`src/pkg/lsr_map.svh`:
```
// Purpose: Register offsets, reset values and timing counts for refresh logic
// Assumes: 100 MHz device clock (10 ns period)
// Notes:   Definitions only
`ifndef LSR_MAP_SVH
`define LSR_MAP_SVH
`define LSR_BANK_MASK_ADDR     8'h10
`define LSR_SEG_MASK_ADDR      8'h11
`define LSR_BANK_MASK_RST      8'h00
`define LSR_SEG_MASK_RST       8'h00
`define LSR_CLK_NS             10
`define LSR_RESIDENCY_NS       150
`define LSR_RESIDENCY_CYC      ((`LSR_RESIDENCY_NS + `LSR_CLK_NS - 1) / `LSR_CLK_NS)
`define LSR_XSR_NS             140
`define LSR_XSR_CYC            ((`LSR_XSR_NS + `LSR_CLK_NS - 1) / `LSR_CLK_NS)
`define LSR_RFCPB_NS           60
`define LSR_RFCPB_CYC          ((`LSR_RFCPB_NS + `LSR_CLK_NS - 1) / `LSR_CLK_NS)
`define LSR_RFCAB_NS           130
`define LSR_RFCAB_CYC          ((`LSR_RFCAB_NS + `LSR_CLK_NS - 1) / `LSR_CLK_NS)
`define LSR_SR_TIMER_CYC       64
`define LSR_NUM_BANKS          8
`endif

```
`src/pkg/lsr_pkg.sv`:
```
// Purpose: Types for the refresh / self-refresh block
// Assumes: Used with lsr_map.svh
// Notes:   States only; numbers live in the map header
`default_nettype none
package lsr_pkg;
  typedef enum logic [2:0] {
    LSR_ACTIVE,
    LSR_SR_ENTRY,
    LSR_SELF_REFRESH,
    LSR_SR_EXIT
  } lsr_state_type;
endpackage : lsr_pkg
`default_nettype wire

```
`src/hw/lsr_refresh.sv`:
```
// Purpose: Device-side refresh, self-refresh and bank masking logic
// Assumes: cmd pins synchronous to sys_clk; pin clock gating not modelled
// Notes:   Refresh engine is a single shared bank-busy tracker
`include "lsr_map.svh"
`default_nettype none
module lsr_refresh
  import lsr_pkg::*;
(
  input  wire logic       sys_clk,
  input  wire logic       arst_n,
  input  wire logic       cke,
  input  wire logic       cs_n,
  input  wire logic [9:0] cmd_addr,
  input  wire logic       mrw_valid,
  input  wire logic [7:0] mrw_addr,
  input  wire logic [7:0] mrw_data,
  output logic            self_refresh_q,
  output logic            int_clk_en_q,
  output logic            exit_busy_q,
  output logic [7:0]      bank_refresh_q,
  output logic [7:0]      seg_refresh_q,
  output logic [2:0]      pb_bank_q,
  output logic [7:0]      bank_busy_q
);
  lsr_state_type state_q;
  logic          cke_prev_q;
  logic [7:0]    bank_mask_q;
  logic [7:0]    seg_mask_q;
  logic [15:0]   cnt_q;
  logic [15:0]   sr_timer_q;
  logic [15:0]   rfc_q;
  logic          sr_done_q;
  logic          is_refresh;
  logic          sr_entry;
  logic          ref_ab;
  logic          ref_pb;

  // Command decode on the sampled edge
  assign is_refresh = !cs_n && !cmd_addr[0] && !cmd_addr[1] && cmd_addr[2];
  assign sr_entry   = is_refresh && !cke && cke_prev_q;
  assign ref_ab     = is_refresh && cke && cmd_addr[3] &&
                      (state_q == LSR_ACTIVE);
  assign ref_pb     = is_refresh && cke && !cmd_addr[3] &&
                      (state_q == LSR_ACTIVE);

  // Previous cke sample
  always_ff @(posedge sys_clk or negedge arst_n)
    if (!arst_n)
      cke_prev_q <= 1'b1;
    else
      cke_prev_q <= cke;

  // Mode register writes for bank and segment masks
  always_ff @(posedge sys_clk or negedge arst_n)
  begin
    if (!arst_n)
    begin
      bank_mask_q <= `LSR_BANK_MASK_RST;
      seg_mask_q  <= `LSR_SEG_MASK_RST;
    end
    else if (mrw_valid && state_q == LSR_ACTIVE)
    begin
      if (mrw_addr == `LSR_BANK_MASK_ADDR)
        bank_mask_q <= mrw_data;
      if (mrw_addr == `LSR_SEG_MASK_ADDR)
        seg_mask_q <= mrw_data;
    end
  end

  // Self-refresh state machine
  always_ff @(posedge sys_clk or negedge arst_n)
  begin
    if (!arst_n)
    begin
      state_q <= LSR_ACTIVE;
      cnt_q   <= 16'h0000;
    end
    else
    begin
      case (state_q)
        LSR_ACTIVE:
          if (sr_entry)
          begin
            state_q <= LSR_SR_ENTRY;
            cnt_q   <= 16'h0000;
          end
        // Count stops one short so the last exit edge is already active
        LSR_SR_ENTRY:
          if (cke)
          begin
            state_q <= LSR_SR_EXIT;
            cnt_q   <= 16'(`LSR_XSR_CYC - 2);
          end
          else
            state_q <= LSR_SELF_REFRESH;
        LSR_SELF_REFRESH:
          if (cke)
          begin
            state_q <= LSR_SR_EXIT;
            cnt_q   <= 16'(`LSR_XSR_CYC - 2);
          end
        LSR_SR_EXIT:
          if (sr_entry)
            state_q <= LSR_SR_ENTRY;
          else if (cnt_q == 16'h0000)
            state_q <= LSR_ACTIVE;
          else
            cnt_q <= cnt_q - 16'h0001;
        default:
          state_q <= LSR_ACTIVE;
      endcase
    end
  end

  // Internal refresh timer while in self refresh
  always_ff @(posedge sys_clk or negedge arst_n)
  begin
    if (!arst_n)
    begin
      sr_timer_q <= 16'h0000;
      sr_done_q  <= 1'b0;
    end
    else if (state_q == LSR_SR_ENTRY)
    begin
      sr_timer_q <= 16'h0000;
      sr_done_q  <= 1'b1; // first refresh at entry
    end
    else if (state_q == LSR_SELF_REFRESH)
    begin
      sr_done_q <= 1'b0;
      if (sr_timer_q == 16'(`LSR_SR_TIMER_CYC - 1))
      begin
        sr_timer_q <= 16'h0000;
        sr_done_q  <= 1'b1;
      end
      else
        sr_timer_q <= sr_timer_q + 16'h0001;
    end
    else
      sr_done_q <= 1'b0;
  end

  // Internal refresh strobes, masked banks excluded
  always_ff @(posedge sys_clk or negedge arst_n)
  begin
    if (!arst_n)
    begin
      bank_refresh_q <= 8'h00;
      seg_refresh_q  <= 8'h00;
    end
    else if (sr_done_q)
    begin
      bank_refresh_q <= ~bank_mask_q;
      seg_refresh_q  <= ~seg_mask_q;
    end
    else
    begin
      bank_refresh_q <= 8'h00;
      seg_refresh_q  <= 8'h00;
    end
  end

  // Round-robin per-bank pointer
  always_ff @(posedge sys_clk or negedge arst_n)
    if (!arst_n)
      pb_bank_q <= 3'h0;
    else if ((state_q == LSR_SR_EXIT && cnt_q == 16'h0000) || ref_ab)
      pb_bank_q <= 3'h0;
    else if (ref_pb)
      pb_bank_q <= pb_bank_q + 3'h1;

  // Busy tracking: only the refreshed bank(s) are blocked
  always_ff @(posedge sys_clk or negedge arst_n)
  begin
    if (!arst_n)
    begin
      bank_busy_q <= 8'h00;
      rfc_q       <= 16'h0000;
    end
    else if (ref_ab)
    begin
      bank_busy_q <= 8'hFF;
      rfc_q       <= 16'(`LSR_RFCAB_CYC - 1);
    end
    else if (ref_pb)
    begin
      bank_busy_q <= 8'h01 << pb_bank_q;
      rfc_q       <= 16'(`LSR_RFCPB_CYC - 1);
    end
    else if (rfc_q != 16'h0000)
      rfc_q <= rfc_q - 16'h0001;
    else
      bank_busy_q <= 8'h00;
  end

  // Status outputs
  always_ff @(posedge sys_clk or negedge arst_n)
  begin
    if (!arst_n)
    begin
      self_refresh_q <= 1'b0;
      int_clk_en_q   <= 1'b1;
      exit_busy_q    <= 1'b0;
    end
    else
    begin
      self_refresh_q <= (state_q == LSR_SR_ENTRY) ||
                        (state_q == LSR_SELF_REFRESH && !cke);
      int_clk_en_q   <= !(state_q == LSR_SELF_REFRESH && !cke);
      exit_busy_q    <= (state_q == LSR_SR_EXIT) ||
                        (state_q == LSR_SELF_REFRESH && cke);
    end
  end
endmodule : lsr_refresh
`default_nettype wire

```
`config.mk`:
```
export PLATFORM = sky130hd
export DESIGN_NAME = lsr_refresh
export DESIGN_NICKNAME = d
export VERILOG_FILES = /design/src/pkg/lsr_pkg.sv /design/src/hw/lsr_refresh.sv
export VERILOG_INCLUDE_DIRS = /design/src /design/src/pkg
export SDC_FILE = /design/constraint.sdc
export NUM_CORES = 1
export LEC_CHECK = 0
export BUFFER_PORTS_ARGS = -buffer_cell sky130_fd_sc_hd__buf_2
export CORE_ASPECT_RATIO = 1.4
export CORE_MARGIN = 5
export CORE_UTILIZATION = 58
export CTS_CLUSTER_SIZE = 12
export DETAILED_ROUTE_END_ITERATION = 10
export GPL_TIMING_DRIVEN = 0
export PLACE_DENSITY = 0.8
export SETUP_SLACK_MARGIN = 0.4
export SLEW_MARGIN = 10
export SYNTH_ARGS = -nofsm -noshare
export SYNTH_HDL_FRONTEND = slang
export SYNTH_SLANG_ARGS = --single-unit
```
`constraint.sdc`:
```
create_clock -name sys_clk -period 2.29 [get_ports sys_clk]
set_input_delay 0.458 -clock sys_clk [delete_from_list [all_inputs] [get_ports sys_clk]]
set_output_delay 0.458 -clock sys_clk [all_outputs]
set_load 0.1 [all_outputs]
```
==> results.rst, run 1 <==
.. list-table::
   :header-rows: 1

   * - Metric
     - Value
   * - CTS tree
     - yes
   * - Number of enable-type register cells in the synthesized netlist
     - 0
   * - Placed wire-length estimate
     - 7.080 mm
   * - Insertion delay to the later sink of the worst-skew pair
     - 0.35 ns
   * - Clock tree root buffer cell
     - sky130_fd_sc_hd__clkbuf_16
   * - Number of buffers inserted for hold repair after clock tree synthesis
     - 0
   * - Post-layout utilization of the core
     - 78.17%
   * - Portion of the post-synthesis area used by sequential elements
     - between 50% and 60%
   * - Die area
     - approximately 0.010 mm2
   * - Worst setup path class
     - register to register
   * - Wire length of the first global-routing pass
     - 18.25 mm
   * - Area growth from synthesis to final layout
     - 32.44%
   * - Buffers on Ports
     - between 50 and 60
   * - Via density
     - 6.141
   * - Count of TritonRoute iterations in the first routing pass
     - 5
   * - CTS Buffer Depth
     - 2
   * - Vias in the first global route
     - 3852
   * - Share of the synthesized area in the top cell type
     - about 50%
   * - Sum of routed wire length over all layers
     - 13.25 mm
   * - Post-synthesis net count
     - 506
   * - Final-report max-slew violation count
     - 0
   * - Largest net degree at the start of global routing
     - roughly 50
   * - Cell count after synthesis
     - 461
   * - Clock transition at the registers of the reported paths
     - 0.07 ns
   * - Final-report setup violation count
     - 0
   * - Smallest setup slack after layout
     - 0.1859 ns
   * - # rows
     - 39
   * - Area contributors post-synth
     - sky130_fd_sc_hd__dfrtp_1 50%, sky130_fd_sc_hd__mux2_2 3.7%, sky130_fd_sc_hd__ha_1 3.6%
   * - Most repeated cell in the gate-level netlist after synthesis
     - sky130_fd_sc_hd__dfrtp_1
   * - Type of the worst min-delay path
     - primary input to async pin
   * - Static power due to leakage
     - 2.928 nW
   * - Share of layout cells above drive strength 1
     - between 30 and 40%
   * - Total number of yosys warnings
     - 0
   * - Effective utilization at floorplan
     - 59.02%
   * - Type of element launching the critical path
     - register
   * - Arrival time worst endpoint
     - 2.34 ns
   * - Detailed-route DRC error count
     - 0
   * - Worst setup startpoint
     - cnt_q[1]
   * - Total cell area at the placement stage
     - 0.005265 mm2
   * - DR WL/cell
     - 19.52 um
   * - Antenna diode count
     - 0
   * - Relative max-transition margin
     - 58.28%
   * - Number of DRC markers after the initial detailed-route iteration
     - approximately 250
   * - Unrepaired setup endpoints after global routing
     - yes
   * - Ys async rst share
     - 100.0%
   * - Type of destination of the critical path
     - register
   * - Yosys reg bits
     - a little under 100
   * - Post-route clock period utilization
     - 91.88%
   * - DIE HEIGHT
     - between 100 and 150 um
   * - Htree depth
     - 3
   * - Final Critical Period
     - 2.104 ns
   * - Number of inserted filler cells in the final layout
     - 464
   * - Critical path fanouts, max
     - 4
   * - Overflow left after global routing
     - 0
   * - Worst endpoint required time
     - between 2 and 3 ns
   * - Io pins
     - 61
   * - Reg2Reg Launch Point
     - cnt_q[1]
   * - Multi-input combinational cell area
     - 0.002577 mm2
   * - Most used flip-flop cell after synthesis
     - sky130_fd_sc_hd__dfrtp_1
   * - Overall routing resource usage
     - 22.17%
   * - Final ANT Viol Nets
     - 0
   * - Endpoints failing hold
     - 0
   * - Cell taking the most area after synthesis
     - sky130_fd_sc_hd__dfrtp_1
   * - Final layout net count
     - 617
   * - Non-filler cells in the finished layout
     - 679
   * - Run status
     - complete, no violations
   * - Highest Clock Rate
     - 475.3 MHz
   * - Unique masters post-synth
     - 65
   * - Antenna violations before repair
     - 0
   * - Core area
     - 0.008149 mm2
   * - Worst Reg-to-Reg Cells
     - 8
   * - Final total power
     - 10.08 mW
   * - Power density relative to cell area
     - 1582 mW/mm2
   * - Worst slack after detailed placement
     - -0.02677 ns
   * - Max-capacitance violation count
     - 0
   * - Most instantiated cells after synthesis
     - 96 x sky130_fd_sc_hd__dfrtp_1, 35 x sky130_fd_sc_hd__nor2_1, 23 x sky130_fd_sc_hd__inv_1, 23 x sky130_fd_sc_hd__nand2_1
   * - Least-Margin Pin Slew
     - approximately 0.63 ns
   * - Via count
     - 4170
   * - Area taken by flip-flops and latches
     - 0.002457 mm2
   * - Number of buffers added by the clock tree synthesis step
     - 9
   * - Sinks on the clock net
     - 98
   * - Count of placed standard cells including taps
     - roughly 620
   * - Die Width
     - a little under 90 um
   * - Area of all placed cells without fillers
     - 0.006370 mm2
   * - Syn Std Cell Area
     - just under 0.005 mm2
   * - Final GP Congestion
     - between 0.8 and 0.9
   * - Average instance area after synthesis
     - 10.43 um2
   * - Worst supply voltage drop on vdd
     - 1235 uV
   * - Setup skew after layout
     - 0.007240 ns
[path summary, 6_finish.rpt]
kind	end	slack [ns]
worst min-delay path	rfc_q[13]	0.12
worst max register to register	state_q[0]	0.19
worst max-delay path	state_q[0]	0.19
max in group asynchronous	cke_prev_q	1.46
min in group sys_clk	cke_prev_q	0.24
worst min register to register	bank_refresh_q[6]	0.41
[power by group]
group	switching [mW]	total, mW	internal, mW	leakage, nW
Combinational	3.94	5.68	1.74	1.52
Clock	0.687	1.55	0.863	0.145
Sequential	0.546	2.84	2.30	1.26
Total	5.18	10.1	4.90	2.93
[layout make-up]
class,count,share of cell area [%]
Timing Repair Buffer,99,10.41
Buffer,20,2.357
Sequential cell,98,38.58
Tap cell,102,2.004
Clock buffer,10,3.595
Multi-Input combinational cell,321,40.46
Clock inverter,6,1.179
Inverter,23,1.414
[timing repair]
action | 4_1_cts | 5_1_grt
setup endpoints to repair | 71 | 75
gates resized for setup | 60 | 52
hold endpoints to repair | 0 | 0
pin swaps | 19 | 20
gates cloned | 1 | 1
setup buffers | 18 | 25
[critical path, cell delays in order (launching register included)]
cell	delay, ns
sky130_fd_sc_hd__dfrtp_2	0.43
sky130_fd_sc_hd__inv_2	0.09
sky130_fd_sc_hd__ha_4	0.13
sky130_fd_sc_hd__or3b_4	0.43
sky130_fd_sc_hd__nor3_4	0.19
sky130_fd_sc_hd__buf_6	0.18
sky130_fd_sc_hd__nand2_4	0.06
sky130_fd_sc_hd__a31oi_4	0.17
sky130_fd_sc_hd__mux2i_1	0.31
[metal layers]
layer  share of wire (%)  routed length, um  track usage (%)
met5                   0                  0                0
met2                  54               7122            37.21
met3                 5.2                695            3.992
met4                 3.7                489            8.967
met1                  37               4945            27.70
[sequential cells by signal, summed over array words and instances, names as in the netlist]
signal,count
seg_mask_q,8
cnt_q,16
seg_refresh_q,8
sr_timer_q,16
pb_bank_q,3
bank_busy_q,8
sr_done_q,1
exit_busy_q,1
self_refresh_q,1
int_clk_en_q,1
cke_prev_q,1
bank_mask_q,8
rfc_q,16
state_q,2
bank_refresh_q,8
[kinds of logic (layout without fill, tap and decap cells)]
family	Yosys count	after routing	share of synthesized area [%]
AND/OR/NAND/NOR	164	165	19.67
flip-flops	98	98	51.04
XOR/XNOR	14	14	2.549
adder cells (fa/ha/maj)	14	14	3.642
buffers and inverters	43	158	3.694
multiplexers	21	21	4.787
AO/OA/AOI/OAI	107	107	14.62
[layout by cell type (no fill, tap or decap), types with 3 or more instances in the layout]
cell type,Yosys,layout
sky130_fd_sc_hd__a31oi_1,19,17
sky130_fd_sc_hd__nand3_4,0,3
sky130_fd_sc_hd__nand3_1,20,15
sky130_fd_sc_hd__buf_6,1,9
sky130_fd_sc_hd__mux2_2,16,16
sky130_fd_sc_hd__nand3_2,2,5
sky130_fd_sc_hd__xor2_1,8,8
sky130_fd_sc_hd__dfrtp_1,96,94
sky130_fd_sc_hd__xnor2_1,6,5
sky130_fd_sc_hd__and3_1,4,3
sky130_fd_sc_hd__mux2i_1,5,5
sky130_fd_sc_hd__nor2b_1,17,17
sky130_fd_sc_hd__nor4_4,1,5
sky130_fd_sc_hd__clkbuf_16,0,10
sky130_fd_sc_hd__a21oi_1,21,19
sky130_fd_sc_hd__nand2_2,0,4
sky130_fd_sc_hd__a211oi_1,7,3
sky130_fd_sc_hd__nand2b_1,5,4
sky130_fd_sc_hd__ha_1,14,10
sky130_fd_sc_hd__nor3_1,14,10
sky130_fd_sc_hd__o31ai_1,11,10
sky130_fd_sc_hd__o21ai_0,21,10
sky130_fd_sc_hd__nor3_4,0,4
sky130_fd_sc_hd__buf_4,1,41
sky130_fd_sc_hd__ha_4,0,3
sky130_fd_sc_hd__a211oi_2,0,3
sky130_fd_sc_hd__inv_2,0,6
sky130_fd_sc_hd__a21o_1,3,3
sky130_fd_sc_hd__o21ai_1,5,13
sky130_fd_sc_hd__or3_1,5,4
sky130_fd_sc_hd__nand2_1,23,18
sky130_fd_sc_hd__buf_2,4,54
sky130_fd_sc_hd__clkbuf_1,13,10
sky130_fd_sc_hd__o21ai_2,0,3
sky130_fd_sc_hd__nand4_1,5,5
sky130_fd_sc_hd__nor2_1,35,34
sky130_fd_sc_hd__inv_1,23,16
[stage by stage]
step / hold WS [ns] / TNS (ns)
global route: 0.1787 / 0
global placement: 0.4022 / -15.48
finish: 0.1153 / 0
floorplan: 0.1624 / 0
detailed placement: 0.4068 / -0.1792
CTS: 0.1419 / 0
Power figures use the tool's default switching activity.
==> run 2, diff against run 1 <==
clock period = 2.2 ns   (was 2.29 ns; I/O delays follow)
==> results.rst, run 2 (synthesized netlist as in run 1, its figures left out) <==
.. list-table::
   :header-rows: 1

   * - Metric
     - Value
   * - Run status
     - complete, no violations
   * - Endpoints failing hold
     - 0
   * - DR WL/cell
     - 22.02 um
   * - Multi-input combinational cell area
     - 0.002761 mm2
   * - Relative max-transition margin
     - 61.40%
   * - Hold slack final
     - 0.06974 ns
   * - Regs by FF count
     - cnt_q (16), rfc_q (16), sr_timer_q (16)
   * - DIE HEIGHT
     - 117.7 um
   * - Unrepaired setup endpoints after global routing
     - yes
   * - Highest-utilization routing layer at the global route stage
     - met2
   * - Final layout net count
     - around 630
   * - Clock transition at the registers of the reported paths
     - roughly 0.080 ns
   * - Critical path fanouts, max
     - 5
   * - Core area
     - about 0.0081 mm2
   * - Sinks on the clock net
     - 98
   * - Vias in the first global route
     - 4276
   * - Share of layout cells above drive strength 1
     - 46.09%
   * - Commonest cells after routing, fill and taps aside
     - 91 x sky130_fd_sc_hd__dfrtp_1, 53 x sky130_fd_sc_hd__buf_2, 40 x sky130_fd_sc_hd__buf_4, 26 x sky130_fd_sc_hd__nor2_1
   * - Type of destination of the critical path
     - register
   * - Most common library cell in the layout ignoring fill and taps
     - sky130_fd_sc_hd__dfrtp_1
   * - Wire length of the first global-routing pass
     - roughly 21 mm
   * - M2 GR Usage
     - 45.48%
   * - Overall routing resource usage
     - about a quarter
   * - Area taken by flip-flops and latches
     - roughly 0.0025 mm2
   * - Final Critical Period
     - 2.097 ns
   * - Via density
     - around 6.5
   * - Largest net degree at the start of global routing
     - 58
   * - CTS tree
     - yes
   * - Clock tree root buffer cell
     - sky130_fd_sc_hd__clkbuf_16
   * - Insertion delay to the later sink of the worst-skew pair
     - 0.36 ns
   * - Sum of routed wire length over all layers
     - about 15 mm
   * - Arrival time worst endpoint
     - between 2 and 2.5 ns
   * - Die area
     - 0.01024 mm2
   * - Total cell area at the placement stage
     - 0.005320 mm2
   * - Setup skew after layout
     - 0.01086 ns
   * - Area of all placed cells without fillers
     - 0.006728 mm2
   * - Highest Clock Rate
     - roughly 480 MHz
   * - Worst slack after detailed placement
     - -0.2096 ns
   * - Worst endpoint required time
     - 2.47 ns
   * - Met3 usage in global routing
     - between 3 and 4%
   * - Final-report max-slew violation count
     - 0
   * - Htree depth
     - 3
   * - Die Width
     - between 80 and 90 um
   * - Count of TritonRoute iterations in the first routing pass
     - 5
   * - Antenna diode count
     - 0
   * - Placed wire-length estimate
     - 7.255 mm
   * - Smallest setup slack after layout
     - about 0.1 ns
   * - Io pins
     - 61
   * - Worst supply voltage drop on vdd
     - about 1500 uV
   * - Max-capacitance violation count
     - 0
   * - Static power due to leakage
     - ~3.1 nW
   * - Number of buffers inserted for hold repair after clock tree synthesis
     - 0
   * - Detailed-route DRC error count
     - 0
   * - Final-report setup violation count
     - 0
   * - Buffers on Ports
     - 54
   * - Met1 Use GR
     - 30.73%
   * - Effective utilization at floorplan
     - 59.02%
   * - Number of buffers added by the clock tree synthesis step
     - 9
   * - Total Negative Setup Slacks
     - 0 ns
   * - Type of the worst min-delay path
     - primary input to async pin
   * - Via count
     - 4451
   * - Area growth from synthesis to final layout
     - 39.88%
   * - Number of inserted filler cells in the final layout
     - 399
   * - Least-Margin Pin Slew
     - slightly below 0.6 ns
   * - Type of element launching the critical path
     - register
   * - Overflow left after global routing
     - 0
   * - Power density relative to cell area
     - ~1700 mW/mm2
   * - Post-route clock period utilization
     - 95.34%
   * - Post-layout utilization of the core
     - roughly 83%
   * - Number of DRC markers after the initial detailed-route iteration
     - 418
   * - Final ANT Viol Nets
     - 0
   * - Final GP Congestion
     - 0.8744
   * - CTS Buffer Depth
     - 2
   * - # rows
     - 39
   * - Antenna violations before repair
     - 0
   * - Worst setup path class
     - register to register
-- run 2: cell types whose count changed in the layout (fill, tap and decap cells not counted), moves of 4 or more --
cell / before / now
sky130_fd_sc_hd__nor2_1: 34 / 26
sky130_fd_sc_hd__nand3_2: 5 / 10
sky130_fd_sc_hd__nand3_1: 15 / 9
sky130_fd_sc_hd__clkbuf_1: 10 / 5
sky130_fd_sc_hd__nor2_2: 2 / 8
sky130_fd_sc_hd__buf_6: 9 / 17
sky130_fd_sc_hd__o21ai_0: 10 / 6
sky130_fd_sc_hd__o31ai_2: 1 / 5
sky130_fd_sc_hd__o31ai_1: 10 / 5
sky130_fd_sc_hd__o21ai_2: 3 / 8
-- run 2: power breakdown --
part | total, mW | leakage [nW] | switching (mW) | internal (mW)
registers | 3.03 | 1.26 | 0.637 | 2.39
logic | 6.59 | 1.66 | 4.46 | 2.14
clock network | 1.62 | 0.150 | 0.808 | 0.814
-- run 2: final cells by class --
cell class	count	area share, %
well taps	102	1.897
multi-input cells	320	41.05
plain buffers	20	2.622
clock buffers	9	3.348
flip-flops and latches	98	36.58
clock inverters	7	1.172
repair buffers	111	11.92
inverters	23	1.413
-- run 2: worst max-delay path: stages, from the launching register on --
cell	delay, ns
sky130_fd_sc_hd__dfrtp_1	0.48
sky130_fd_sc_hd__or3_1	0.50
sky130_fd_sc_hd__nor3_4	0.37
sky130_fd_sc_hd__and3_4	0.29
sky130_fd_sc_hd__buf_6	0.12
sky130_fd_sc_hd__nor2_4	0.05
sky130_fd_sc_hd__a31oi_1	0.21
-- run 2: final timing paths --
path	from	end	slack (ns)	depth (start not counted)
min in group sys_clk	cke	cke_prev_q	0.22	1
setup / recovery	cnt_q[4]	cnt_q[4]	0.10	6
hold / removal	arst_n	bank_busy_q[1]	0.07	1
hold reg to reg	seg_mask_q[4]	seg_refresh_q[4]	0.41	1
setup reg to reg	cnt_q[4]	cnt_q[4]	0.10	6
max in group asynchronous	arst_n	int_clk_en_q	1.43	2
-- run 2: stage by stage --
stage / instances / total power, mW
after floorplan: 461 / 6.588
after global placement: 617 / 7.359
after detailed placement: 618 / 7.508
after CTS: 664 / 9.940
after global routing: 690 / 11.68
final: 690 / 11.24
-- run 2: repair_timing --
item | in CTS | in global routing
resized for setup | 102 | 70
setup buffers | 28 | 26
cloned | 2 | 0
setup endpoints to repair | 75 | 77
pin swaps | 40 | 34
-- run 2: per-layer routing --
metal  share of wire [%]  wire length [um]
met5                   0                 0
met4                 5.5               831
met3                 6.2               944
met2                  52              7926
met1                  36              5496
